File: src/logic/link_evt_pkg.sv
// Contract
// - Hold a 32-bit filter; bit n allows receive on channel n, 0 to 31.
// - Ones written at 78h set filter bits; ones at 7Ch clear them.
// - Reading either filter address returns the current filter.
// - Event bit sets on rising source edge or a one written at set address.
// - Latched event bits other than bit 16 clear only by a one written at the clear address.
// - Events set at 80h, cleared at 84h; read of 84h gives events AND enables.
// - Reserved event bits 31 and 29 to 27 read zero and ignore writes.
// - Bit 26 sets when a readback byte from the physical layer arrives.
// - As root, set bit 25 if over 125 us from cycle start to gap end.
// - The overlong cycle event clears the root timing enable, bit 21.
// - Bit 24 sets whenever an error halts any subunit.
// - While bit 24 is set, normal events of halted contexts cannot set.
// - Bit 23 sets when received seconds and count differ from local timer.
// - Bits 7 and 6 do not latch; they show masked iso context events.
// - Bit 16 clears in the same cycle that bit 17 becomes set.
package link_evt_pkg;

    // ==========================================================
    // Timing
    localparam int unsigned CLK_PERIOD_NS = 10;
    localparam int unsigned OVERLONG_NS = 125000;
    // Longest time: rounds down
    localparam int unsigned OVERLONG_CYC = OVERLONG_NS / CLK_PERIOD_NS;
    localparam int unsigned CNT_W = 16;

    // ==========================================================
    // Register offsets
    localparam logic [7:0] FILT_SET_OFS = 8'h78;
    localparam logic [7:0] FILT_CLR_OFS = 8'h7c;
    localparam logic [7:0] EV_SET_OFS = 8'h80;
    localparam logic [7:0] EV_CLR_OFS = 8'h84;
    localparam logic [7:0] ENA_OFS = 8'h88;
    localparam logic [7:0] LCTL_SET_OFS = 8'he0;
    localparam logic [7:0] LCTL_CLR_OFS = 8'he4;

    // ==========================================================
    // Field positions and masks
    localparam int MAKER_BIT = 30;
    localparam int PHY_RB_BIT = 26;
    localparam int OVERLONG_BIT = 25;
    localparam int FATAL_BIT = 24;
    localparam int MISMATCH_BIT = 23;
    localparam int ROOT_EN_BIT = 21;
    localparam int REINIT_BIT = 17;
    localparam int IDENT_BIT = 16;
    localparam int RX_SUM_BIT = 7;
    localparam int TX_SUM_BIT = 6;
    localparam int SECS_HI = 31;
    localparam int SECS_LO = 25;
    localparam int CNT_HI = 24;
    localparam int CNT_LO = 12;
    localparam logic [31:0] LATCH_MASK = 32'h07fb_033f;
    localparam logic [31:0] GEN_SRC_MASK = 32'h007b_033f;
    localparam logic [31:0] RSVD_MASK = 32'hb804_fc00;
    localparam logic [31:0] STICKY_MASK = 32'h07fa_033f;

    // ==========================================================
    // Types and reset values
    typedef struct packed {
        logic wr;
        logic rd;
        logic [7:0] addr;
        logic [31:0] wdata;
    } bus_req_t;

    typedef enum logic [1:0] {
        OLC_IDLE = 2'b01,
        OLC_RUN = 2'b10
    } olc_mode_t;

    typedef struct packed {
        olc_mode_t mode;
        logic [CNT_W-1:0] cnt;
        logic fired;
    } olc_state_t;

    typedef struct packed {
        logic [31:0] prev;
    } edge_state_t;

    typedef struct packed {
        logic [31:0] filt;
        logic [31:0] ev;
        logic [31:0] ena;
        logic root_en;
        logic [31:0] culprit;
        logic [31:0] rdata;
        logic irq;
    } evt_state_t;

    localparam evt_state_t EVT_RST = '0;
    localparam edge_state_t EDGE_RST = '0;
    localparam olc_state_t OLC_RST = '{mode: OLC_IDLE, cnt: '0, fired: 1'b0};

    // Set wins over clear for every flag
    function automatic logic [31:0] w1sc(input logic [31:0] cur,
                                         input logic [31:0] set,
                                         input logic [31:0] clr);
        return (cur & ~clr) | set;
    endfunction

    // Seconds and count fields of a cycle stamp
    function automatic logic [19:0] timer_key(input logic [31:0] t);
        return {t[SECS_HI:SECS_LO], t[CNT_HI:CNT_LO]};
    endfunction

endpackage

File: src/logic/link_event_regs.sv
`timescale 1ns/1ns
`default_nettype none
module link_event_regs #(
    parameter int unsigned OVERLONG_CYC = link_evt_pkg::OVERLONG_CYC
) (
    input wire logic clk_sys_in,
    input wire logic rstn_in,
    input wire logic ce_in,
    input wire link_evt_pkg::bus_req_t bus_req_in,
    output logic [31:0] rd_data_out,
    output logic irq_out,
    output logic [31:0] chan_recv_allow_out,
    output logic root_timing_source_enable_out,
    input wire logic [31:0] evt_src_in,
    input wire logic phy_readback_arrived_in,
    input wire logic [31:0] halt_src_in,
    input wire logic cyc_start_tx_in,
    input wire logic subaction_gap_end_in,
    input wire logic rx_cycle_start_in,
    input wire logic [31:0] rx_cycle_stamp_in,
    input wire logic [31:0] local_cycle_timer_in,
    input wire logic [31:0] iso_rx_ctx_evt_in,
    input wire logic [31:0] iso_rx_ctx_ena_in,
    input wire logic [31:0] iso_tx_ctx_evt_in,
    input wire logic [31:0] iso_tx_ctx_ena_in,
    input wire logic maker_defined_flag_in
);

    link_evt_pkg::evt_state_t st_ff;
    link_evt_pkg::evt_state_t nxt_st;

    logic [31:0] hw_lvl;
    logic [31:0] rise;
    logic [31:0] pulses;
    logic [31:0] blocked;
    logic [31:0] hw_set;
    logic [31:0] sw_set;
    logic [31:0] sw_clr;
    logic [31:0] ev_next;
    logic [31:0] ev_view;
    logic [31:0] lc_set;
    logic [31:0] lc_clr;
    logic overlong_pulse;
    logic mismatch;
    logic rx_sum;
    logic tx_sum;
    logic wr;
    logic rd;
    logic hit_fs;
    logic hit_fc;
    logic hit_es;
    logic hit_ec;
    logic hit_en;
    logic hit_ls;
    logic hit_lc;

    // ==========================================================
    // Address decode
    assign wr = bus_req_in.wr;
    assign rd = bus_req_in.rd;
    assign hit_fs = bus_req_in.addr == link_evt_pkg::FILT_SET_OFS;
    assign hit_fc = bus_req_in.addr == link_evt_pkg::FILT_CLR_OFS;
    assign hit_es = bus_req_in.addr == link_evt_pkg::EV_SET_OFS;
    assign hit_ec = bus_req_in.addr == link_evt_pkg::EV_CLR_OFS;
    assign hit_en = bus_req_in.addr == link_evt_pkg::ENA_OFS;
    assign hit_ls = bus_req_in.addr == link_evt_pkg::LCTL_SET_OFS;
    assign hit_lc = bus_req_in.addr == link_evt_pkg::LCTL_CLR_OFS;

    // ==========================================================
    // Event sources
    // Level sources go through edge detection; the halt is any context
    always_comb begin
        hw_lvl = evt_src_in & link_evt_pkg::GEN_SRC_MASK;
        hw_lvl[link_evt_pkg::PHY_RB_BIT] = phy_readback_arrived_in;
        hw_lvl[link_evt_pkg::FATAL_BIT] = |halt_src_in;
    end

    rise_bank u_rise (
        .clk_sys_in(clk_sys_in),
        .rstn_in(rstn_in),
        .ce_in(ce_in),
        .lvl_in(hw_lvl),
        .rise_out(rise)
    );

    overlong_watch #(
        .LIMIT(OVERLONG_CYC)
    ) u_olc (
        .clk_sys_in(clk_sys_in),
        .rstn_in(rstn_in),
        .ce_in(ce_in),
        .arm_in(st_ff.root_en),
        .start_in(cyc_start_tx_in),
        .gap_end_in(subaction_gap_end_in),
        .expired_out(overlong_pulse)
    );

    // Stamp compare is only valid in the cycle the stamp is offered
    assign mismatch = rx_cycle_start_in
        && (link_evt_pkg::timer_key(rx_cycle_stamp_in)
            != link_evt_pkg::timer_key(local_cycle_timer_in));

    // Summaries are live, never stored
    assign rx_sum = |(iso_rx_ctx_evt_in & iso_rx_ctx_ena_in);
    assign tx_sum = |(iso_tx_ctx_evt_in & iso_tx_ctx_ena_in);

    // ==========================================================
    // Visible event word
    always_comb begin
        ev_view = st_ff.ev & link_evt_pkg::LATCH_MASK;
        ev_view[link_evt_pkg::RX_SUM_BIT] = rx_sum;
        ev_view[link_evt_pkg::TX_SUM_BIT] = tx_sum;
        ev_view[link_evt_pkg::MAKER_BIT] = maker_defined_flag_in;
    end

    // ==========================================================
    // Event register next value
    // Halted contexts stay quiet until software clears the fatal flag
    always_comb begin
        blocked = st_ff.ev[link_evt_pkg::FATAL_BIT] ? st_ff.culprit : '0;
        blocked[link_evt_pkg::FATAL_BIT] = 1'b0;
        pulses = rise;
        pulses[link_evt_pkg::OVERLONG_BIT] = overlong_pulse;
        pulses[link_evt_pkg::MISMATCH_BIT] = mismatch;
        hw_set = pulses & link_evt_pkg::LATCH_MASK & ~blocked;
        sw_set = (wr && hit_es) ? (bus_req_in.wdata & link_evt_pkg::LATCH_MASK) : '0;
        sw_clr = (wr && hit_ec) ? (bus_req_in.wdata & link_evt_pkg::LATCH_MASK) : '0;
        ev_next = link_evt_pkg::w1sc(st_ff.ev, sw_set | hw_set, sw_clr);
        if (ev_next[link_evt_pkg::REINIT_BIT] && !st_ff.ev[link_evt_pkg::REINIT_BIT]) begin
            ev_next[link_evt_pkg::IDENT_BIT] = 1'b0;
        end
    end

    // ==========================================================
    // Link control writes, only the root enable is held here
    assign lc_set = (wr && hit_ls) ? bus_req_in.wdata : '0;
    assign lc_clr = (wr && hit_lc) ? bus_req_in.wdata : '0;

    // ==========================================================
    // Whole state next value
    always_comb begin
        nxt_st = st_ff;
        nxt_st.filt = link_evt_pkg::w1sc(st_ff.filt,
            (wr && hit_fs) ? bus_req_in.wdata : '0,
            (wr && hit_fc) ? bus_req_in.wdata : '0);
        nxt_st.ev = ev_next;
        if (wr && hit_en) begin
            nxt_st.ena = bus_req_in.wdata;
        end
        if (lc_set[link_evt_pkg::ROOT_EN_BIT]) begin
            nxt_st.root_en = 1'b1;
        end else if (lc_clr[link_evt_pkg::ROOT_EN_BIT]) begin
            nxt_st.root_en = 1'b0;
        end
        // Hardware stop beats a software set in the same cycle
        if (overlong_pulse) begin
            nxt_st.root_en = 1'b0;
        end
        // Culprits follow live halts until the fatal flag latches
        if (st_ff.ev[link_evt_pkg::FATAL_BIT]) begin
            nxt_st.culprit = st_ff.culprit | halt_src_in;
        end else begin
            nxt_st.culprit = halt_src_in;
        end
        nxt_st.rdata = '0;
        if (rd) begin
            case (bus_req_in.addr)
                link_evt_pkg::FILT_SET_OFS: nxt_st.rdata = st_ff.filt;
                link_evt_pkg::FILT_CLR_OFS: nxt_st.rdata = st_ff.filt;
                link_evt_pkg::EV_SET_OFS: nxt_st.rdata = ev_view;
                link_evt_pkg::EV_CLR_OFS: nxt_st.rdata = ev_view & st_ff.ena;
                link_evt_pkg::ENA_OFS: nxt_st.rdata = st_ff.ena;
                link_evt_pkg::LCTL_SET_OFS,
                link_evt_pkg::LCTL_CLR_OFS: begin
                    nxt_st.rdata[link_evt_pkg::ROOT_EN_BIT] = st_ff.root_en;
                end
                default: nxt_st.rdata = '0;
            endcase
        end
        nxt_st.irq = |(ev_view & st_ff.ena);
    end

    // ==========================================================
    // State register; the clock enable freezes everything
    always_ff @(posedge clk_sys_in or negedge rstn_in) begin
        if (!rstn_in) begin
            st_ff <= link_evt_pkg::EVT_RST;
        end else if (ce_in) begin
            st_ff <= nxt_st;
        end
    end

    assign rd_data_out = st_ff.rdata;
    assign irq_out = st_ff.irq;
    assign chan_recv_allow_out = st_ff.filt;
    assign root_timing_source_enable_out = st_ff.root_en;
endmodule
`default_nettype wire

File: src/logic/rise_bank.sv
`timescale 1ns/1ns
`default_nettype none
module rise_bank (
    input wire logic clk_sys_in,
    input wire logic rstn_in,
    input wire logic ce_in,
    input wire logic [31:0] lvl_in,
    output logic [31:0] rise_out
);

    link_evt_pkg::edge_state_t st_ff;
    link_evt_pkg::edge_state_t nxt_st;

    // ==========================================================
    // Rising edge per source
    always_comb begin
        nxt_st.prev = lvl_in;
    end

    assign rise_out = lvl_in & ~st_ff.prev;

    always_ff @(posedge clk_sys_in or negedge rstn_in) begin
        if (!rstn_in) begin
            st_ff <= link_evt_pkg::EDGE_RST;
        end else if (ce_in) begin
            st_ff <= nxt_st;
        end
    end

endmodule
`default_nettype wire

File: src/logic/overlong_watch.sv
`timescale 1ns/1ns
`default_nettype none
module overlong_watch #(
    parameter int unsigned LIMIT = link_evt_pkg::OVERLONG_CYC
) (
    input wire logic clk_sys_in,
    input wire logic rstn_in,
    input wire logic ce_in,
    input wire logic arm_in,
    input wire logic start_in,
    input wire logic gap_end_in,
    output logic expired_out
);

    localparam logic [link_evt_pkg::CNT_W-1:0] LIM = link_evt_pkg::CNT_W'(LIMIT);

    link_evt_pkg::olc_state_t st_ff;
    link_evt_pkg::olc_state_t nxt_st;

    // ==========================================================
    // Cycle start to gap end watchdog, root only
    always_comb begin
        nxt_st = st_ff;
        nxt_st.fired = 1'b0;
        unique case (st_ff.mode)
            link_evt_pkg::OLC_IDLE: begin
                if (start_in && arm_in) begin
                    nxt_st.mode = link_evt_pkg::OLC_RUN;
                    nxt_st.cnt = '0;
                end
            end
            link_evt_pkg::OLC_RUN: begin
                if (gap_end_in || !arm_in) begin
                    nxt_st.mode = link_evt_pkg::OLC_IDLE;
                end else if (st_ff.cnt == LIM) begin
                    nxt_st.fired = 1'b1;
                    nxt_st.mode = link_evt_pkg::OLC_IDLE;
                end else begin
                    nxt_st.cnt = st_ff.cnt + 1'b1;
                end
            end
            default: begin
                nxt_st = link_evt_pkg::OLC_RST;
            end
        endcase
    end

    assign expired_out = st_ff.fired;

    always_ff @(posedge clk_sys_in or negedge rstn_in) begin
        if (!rstn_in) begin
            st_ff <= link_evt_pkg::OLC_RST;
        end else if (ce_in) begin
            st_ff <= nxt_st;
        end
    end
endmodule
`default_nettype wire

File: config.mk
export PLATFORM = sky130hd
export DESIGN_NAME = link_event_regs
export DESIGN_NICKNAME = d
export VERILOG_FILES = /design/src/logic/link_evt_pkg.sv /design/src/logic/link_event_regs.sv /design/src/logic/rise_bank.sv /design/src/logic/overlong_watch.sv
export SDC_FILE = /design/constraint.sdc
export NUM_CORES = 1
export LEC_CHECK = 0
export BUFFER_PORTS_ARGS = -buffer_cell sky130_fd_sc_hd__buf_2
export CAP_MARGIN = 20
export CORE_ASPECT_RATIO = 0.8
export CORE_MARGIN = 2
export CORE_UTILIZATION = 51
export CTS_CLUSTER_SIZE = 12
export DETAILED_ROUTE_END_ITERATION = 12
export PLACE_DENSITY = 0.79
export SLEW_MARGIN = 10
export SYNTH_ARGS = -nofsm -noshare
export SYNTH_HDL_FRONTEND = slang
export SYNTH_HIERARCHICAL = 1
export SYNTH_SLANG_ARGS = --single-unit
File: constraint.sdc
create_clock -name clk_sys_in -period 2.7 [get_ports clk_sys_in]
set_clock_uncertainty 0.05 [all_clocks]
set_input_delay 0.135 -clock clk_sys_in [delete_from_list [all_inputs] [get_ports clk_sys_in]]
set_output_delay 0.135 -clock clk_sys_in [all_outputs]
set_load 0.01 [all_outputs]
* After elaboration in Yosys (flattened, before gate mapping) *
Cells that the tools add are included.

cells by class
  eq/ne operators = 15
  multiplexer cells = 24
  reduce and logical (&&, ||, !) cells = 24
  add/subtract/negate cells = 1
  bitwise gates (word level) = 15

operators with widths
  kind                                                               count
  32-bit 2-to-1 mux                                                  5
  32-bit AND                                                         4
  32-bit OR reduction                                                4
  32-bit bitwise OR                                                  3
  21-bit case mux with 4 select lines                                1
  32-bit inverter                                                    2
  27-bit 2-to-1 mux                                                  2
  22-bit 2-to-1 mux                                                  2
  8-bit == test, second input constant                               5
  10-bit case mux with 4 select lines                                1
  18-bit case mux with 2 select lines                                1
  27-bit by 32-bit AND with 32-bit output                            1
  31-bit by 32-bit AND with 32-bit output                            1
  27-bit inverter with 32-bit output                                 1
  27-bit by 32-bit bitwise OR with 32-bit output                     1
  27-bit AND                                                         1
  27-bit inverter                                                    1
  20-bit inequality test                                             1
  18-bit 2-to-1 mux                                                  1
  17-bit 2-to-1 mux                                                  1
  16-bit by 1-bit adder with 16-bit output, second input constant    1
  16-bit by 14-bit == test with 1-bit output, second input constant  1
  8-bit by 7-bit == test with 1-bit output, second input constant    2
  16-bit 2-to-1 mux                                                  1
  16 further kinds                                                   35

word-level totals
  input port bits = 306
  output and inout bits = 66
  register bits after elaboration = 197
  word-level logic and storage cells = 90

* Logic depth before layout (Yosys ltp) *
Gate-level depths: netlist of the first run.

  word-level depth = 8
  depth in mapped cells = 8
  mapped depth without buffers = 7

* Hierarchy *
Netlist of the first run, hierarchy kept.

modules (own cells, without submodules)
  module           instances  area an instance (µm²)  cells an instance  sequential area each (µm²)
  link_event_regs  1          7240.7                  730                3328.2
  rise_bank        1          1545.2                  100                800.8
  overlong_watch   1          1307.5                  142                476.7

* Worst setup path before layout of the first run *
No wires, ideal clock.

  path type = flip-flop to flip-flop
  start = reg u_olc/st_ff[1] (netlist bit)
  end = reg u_olc/st_ff[18] (netlist bit)
  path buffers = 0
  arrival time = 2032 ps
  library setup time = 128 ps
  path slack = 490 ps
  data required time = 2522 ps
  clock period less this slack = 2210 ps
  stages on the path, launching flop included = 7
  path through = dfrtp_1 inv_1 ha_1 or4b_1 or4_4 a21oi_4 mux2_1

on the way
  longest elaborated chain between the ends = 3

ends and longest elaborated chain
  what                                                               line                  text
  start: declaration                                                 overlong_watch.sv:17  link_evt_pkg::olc_state_t st_ff;
  start signal: assignment                                           overlong_watch.sv:52  st_ff <= link_evt_pkg::OLC_RST;
  start signal: assignment                                           overlong_watch.sv:54  st_ff <= nxt_st;
  16-bit by 14-bit == test with 1-bit output                         overlong_watch.sv:35  end else if (st_ff.cnt == LIM) begin
  3-bit by 1-bit inequality test with 1-bit output (no source line)  -
  3-bit AND reduction (no source line)                               -

No other way between the ends.
A chain may end at the register's enable or synchronous reset.

* Worst setup path after layout of the first run *
Ends and elaborated chain as after synthesis.

==> results.yml, run 1 <==
run_status:
  run_status: "finished, final reports clean"
finish:
  layout_common_cells: "buf_2 (327), dfrtp_1 (167), nand2_1 (98)"
  final_area_um2: 12000
  diodes: 0
  fillCellCount: 1436
  nets: 1560
  utilization_pct: 66.5
  layout-area-overhead-vs-synth_pct: 28.4
  multi_input_area_um2: 4200
  seqCellArea_um2: 4210
  fin_cells: 1491
  layout_commonest_cell: "buf_2"
  drive_gt1_share_pct: 35.9
power:
  power_leakage_nw: 5.64
  powerDensity_nw_per_um2: 522
  ir_drop_mv: 0.455
timing:
  slew_violations: 0
  hold_viol: 0
  clock.fmax_ghz: 0.425
  relSlewSlack_pct: 54.9
  rsz0062_at_grt: "no"
  setup-tns-final_ns: 0
  fin_crit_sh_pct: 87.0
  setup_viol: 0
  tightest_slew_ns: 0.677
  fin_crit_ns: 2.35
placed_design:
  gp_congestion: 0.919
  dpl-instance-area_um2: 10700
  placed_cells: 1394
  hpwl_um: 21000
  io_buffers: 329
route:
  wl_per_cell_um: 19.3
  drtIter0Drc: 642
  post-route-drc-count: 0
  viasPerCell: 5.82
  drt-total-wl_um: 28800
  postRouteAntennaNets: 0
  vias: 8675
  dr.pass1.iters: 5
setup_path:
  cp-start-kind: "flip-flop"
  cp_max_fo: 7
  critPathArrivalTime_ns: 2.61
  endpoint_kind: "flip-flop"
  crit_type: "flip-flop to flip-flop"
  cp.required_ns: 2.96
cts:
  cts.clk_slew.worst_paths_ns: 0.06
  cts_sinks: 168
  cts-root-buf: "clkbuf_16"
  cts_resized: 0
  cts_made_buffers: 17
  clock_latency_ns: 0.43
  h-tree-depth: 4
  cts_buffer_depth: 2
  cts_tree: "done"
floorplanning:
  dieWidth_um: 155
  die_area_um2: 19500
  core-area_um2: 18100
  die_height_um: 125
  placementRows: 44
  ioPinCount: 372
  initial_core_util_pct: 51.8
global_route:
  grt_use_total_pct: 29.5
  grt_pass1_vias: 8498
  grt_overflow: 0
  grt_max_degree: 84
  antenna_found_initial: 0
  grt_pass1_wl_um: 44700
worst_hold_path:
  hp-class: "input pin to flip-flop"
synthesis:
  netlist_area_um2: 9360
  syn_avg_cell_area_um2: 10.1
  synth_warnings: 6
  syn_inst: 923
  synth_fp_nets: 1234
flow_run:
  drv_cap: 0
## worst max-delay path: stages (launching register included)
cell,delay [ns]
dfrtp_1,0.45
inv_1,0.09
ha_1,0.14
or4b_1,0.54
or4_4,0.48
a21oi_4,0.16
mux2_1,0.33
## stage by stage
step	power, mW	hold slack (ns)	setup WS [ns]
2_1_floorplan	3.24	-0.211	0.490
3_3_place_gp	3.64	0.135	0.416
3_5_place_dp	3.66	0.140	0.367
4_1_cts	6.29	0.0325	0.365
5_1_grt	6.52	0.0641	0.269
6_report	6.27	0.0448	0.350
## path summary, 6_finish.rpt
| path | slack, ns | start | to | cells past startpoint |
|---|---|---|---|---|
| worst max-delay path | 0.35 | u_olc/st_ff[1] | u_olc/st_ff[18] | 6 |
| worst min-delay path | 0.04 | bus_req_in[41] | root_timing_source_enable_out | 4 |
| worst max register to register | 0.35 | u_olc/st_ff[1] | u_olc/st_ff[18] | 6 |
| worst min register to register | 0.45 | chan_recv_allow_out[25] | chan_recv_allow_out[25] | 2 |
| max in group asynchronous | 1.54 | rstn_in | rd_data_out[11] | 3 |
| min in group asynchronous | 0.23 | rstn_in | u_rise/st_ff[19] | 2 |
## where the power goes
part	leakage, nW	switching [mW]	total (mW)	internal (mW)
Sequential	2.15	0.101	2.75	2.64
Combinational	3.21	0.476	0.952	0.476
Clock	0.291	1.06	2.57	1.52
## metal layers
layer,wire [um],track usage (%),vias to the layer above
li1,-,-,4021
met1,11500,37.1,4199
met2,14300,50.2,403
met3,2040,5.75,52
met4,980,12.0,0
met5,0,0,-
## repair_timing
action | 4_1_cts | 5_1_grt
hold buffers | 66 | 0
hold endpoints to repair | 173 | 0
buffers inserted | 0 | 0
## flip-flops by register name (all words and copies together), names as in the netlist
name,count
u_olc/expired_out,1
ev_view,18
st_ff,49
u_rise/st_ff,16
chan_recv_allow_out,32
root_timing_source_enable_out,1
irq_out,1
rd_data_out,32
u_olc/st_ff,18
## cell type report
class | instances | area share (%)
Clock inverter | 12 | 1.38
Tap cell | 230 | 2.40
Inverter | 43 | 1.34
Timing Repair Buffer | 423 | 21.1
Multi-Input combinational cell | 596 | 35.0
Sequential cell | 168 | 35.0
Clock buffer | 19 | 3.77
Note: power is estimated with default switching activity, not from simulation.
==> inputs of run 2 (changes only) <==
--- a/config.mk
+++ b/config.mk
@@ -12,7 +12,9 @@
 export CORE_UTILIZATION = 51
 export CTS_CLUSTER_SIZE = 12
 export DETAILED_ROUTE_END_ITERATION = 12
+export GPL_ROUTABILITY_DRIVEN = 0
 export PLACE_DENSITY = 0.79
+export REMOVE_ABC_BUFFERS = 1
 export SLEW_MARGIN = 10
 export SYNTH_ARGS = -nofsm -noshare
 export SYNTH_HDL_FRONTEND = slang
==> run 2 against run 1 <==
Sequential cell count did not move. Critical path type unchanged. Global-route usage grew 1.3 points. Register-to-register slack hardly changed. Via count up 2.3%. Clock-buffer cell count rose by 1. Non-clock buffer count is 1 higher. Combinational power is 2.7% higher. Fmax is 0.38% lower. Highest routed layer unchanged. Critical path depth stayed put. Routed wire length rose by 4.1%. Hold slack got worse by 0.016 ns.
==> results.yml, run 2 (synthesized netlist as in run 1, its figures left out) <==
floorplanning:
  die_height_um: 125
  die_area_um2: 19500
  placementRows: 44
  initial_core_util_pct: 51.8
  core-area_um2: 18100
  ioPinCount: 372
  dieWidth_um: 155
cts:
  cts-root-buf: "clkbuf_16"
  cts_buffer_depth: 2
  h-tree-depth: 4
  cts_setup_buffers: 0
  clock_latency_ns: 0.43
  cts_made_buffers: 17
  cts.clk_slew.worst_paths_ns: 0.07
  cts_tree: "done"
  cts_sinks: 168
route:
  drt-total-wl_um: 30000
  drtIter0Drc: 771
  viasPerCell: 5.93
  postRouteAntennaNets: 0
  wl_per_cell_um: 20.1
  vias: 8872
  dr.pass1.iters: 5
  post-route-drc-count: 0
power:
  ir_drop_mv: 0.432
  power_mw: 6.04
  powerDensity_nw_per_um2: 504
  power_leakage_nw: 5.64
global_route:
  grt_pass1_wl_um: 46500
  grt_use_total_pct: 30.8
  grt_max_degree: 63
  grt_pass1_vias: 8697
  grt_overflow: 0
  antenna_found_initial: 2
timing:
  rsz0062_at_grt: "no"
  setup-tns-final_ns: 0
  relSlewSlack_pct: 56.2
  tightest_slew_ns: 0.657
  whs_ns: 0.0291
  slew_violations: 0
  setup_viol: 0
  clock.fmax_ghz: 0.424
  hold_viol: 0
  fin_crit_sh_pct: 87.4
  fin_crit_ns: 2.36
setup_path:
  endpoint_kind: "flip-flop"
  cp.required_ns: 2.96
  crit_type: "flip-flop to flip-flop"
  cp_max_fo: 7
  r2r-end: "u_olc/st_ff[18]"
  critPathArrivalTime_ns: 2.62
  path_cells: "inv_1 > ha_1 > or4b_1 > or4_4 > a21oi_4 > mux2_1"
  r2r_slack_ns: 0.34
  slowest_stage: "or4b_1"
  reg2reg_depth: 6
  cp-start-kind: "flip-flop"
  critPathMaxStageDelay_ns: 0.53
  rr_startpoint: "u_olc/st_ff[1]"
run_status:
  run_status: "finished, final reports clean"
placed_design:
  io_buffers: 329
  hpwl_um: 21600
flow_run:
  drv_cap: 0
finish:
  regMostFlops: "st_ff"
  layout_commonest_cell: "buf_2"
  layout_common_cells: "buf_2 (327), dfrtp_1 (167), nand2_1 (98)"
  fillCellCount: 1377
  layout-area-overhead-vs-synth_pct: 28.1
  drive_gt1_share_pct: 36.1
  largest_reg_flops: 49
  nets: 1561
worst_hold_path:
  min_from: "bus_req_in[34]"
  hp-class: "input pin to flip-flop"
  hold_path_depth: 2
  hold_path_end: "chan_recv_allow_out[19]"
run 2: critical path: cells and delay by family, from the launching register on:
kind                       cells  cell delay [ns]
adders and majority gates      1             0.14
muxes                          1             0.33
and+or+nand+nor                2             1.01
DFF                            1             0.45
AOI/OAI and AO/OA              1             0.16
buffers and inverters          1             0.10
run 2: layer usage:
layer | vias to the layer above | track usage (%) | routed length (um)
met5 | - | 0 | 0
met4 | 0 | 12.7 | 971
met3 | 65 | 5.37 | 2350
met2 | 499 | 52.8 | 15000
met1 | 4285 | 38.8 | 11600
li1 | 4023 | - | -
run 2: repair_timing:
item                                    in CTS  in global routing
hold endpoints to repair                   171                  0
endpoints found under the setup margin       0                  0
gates resized for setup                      0                  0
hold buffers                                66                  0
run 2: power by group:
part | switching (mW) | internal, mW | leakage [nW]
sequential | 0.0973 | 2.65 | 2.15
clock | 1.05 | 1.27 | 0.285
combinational | 0.498 | 0.480 | 3.21
run 2: worst max path at each step:
stage,startpoint,endpoint,slack (ns),depth (start not counted)
6_report,u_olc/st_ff[1],u_olc/st_ff[18],0.34,6
5_1_grt,u_olc/st_ff[1],u_olc/st_ff[18],0.25,6
4_1_cts,u_olc/st_ff[1],u_olc/st_ff[18],0.34,6
3_5_place_dp,u_olc/st_ff[1],u_olc/st_ff[18],0.35,6
3_3_place_gp,u_olc/st_ff[1],u_olc/st_ff[18],0.41,6
2_1_floorplan,bus_req_in[33],rd_data_out[0],-0.07,4
run 2: layout make-up:
type	instances	area (um^2)	share of cell area, %
antenna	2	5.00	0.0418
clock buffer	20	467	3.89
multi-input combinational	596	4210	35.1
inverter	43	161	1.35
tap	230	288	2.40
timing repair buffer	424	2560	21.4
sequential	168	4210	35.1
clock inverter	12	91.3	0.762
run 2: stage by stage:
stage | worst slack, ns | instances | instance area [um^2] | util [%]
after floorplan | -0.0667 | 807 | 8560 | -
after global placement | 0.411 | 1395 | 10800 | 59.6
after detailed placement | 0.351 | 1395 | 10800 | 59.6
after CTS | 0.338 | 1493 | 12000 | 66.3
after global routing | 0.253 | 1495 | 12000 | 66.4
final | 0.341 | 1495 | 12000 | 66.4
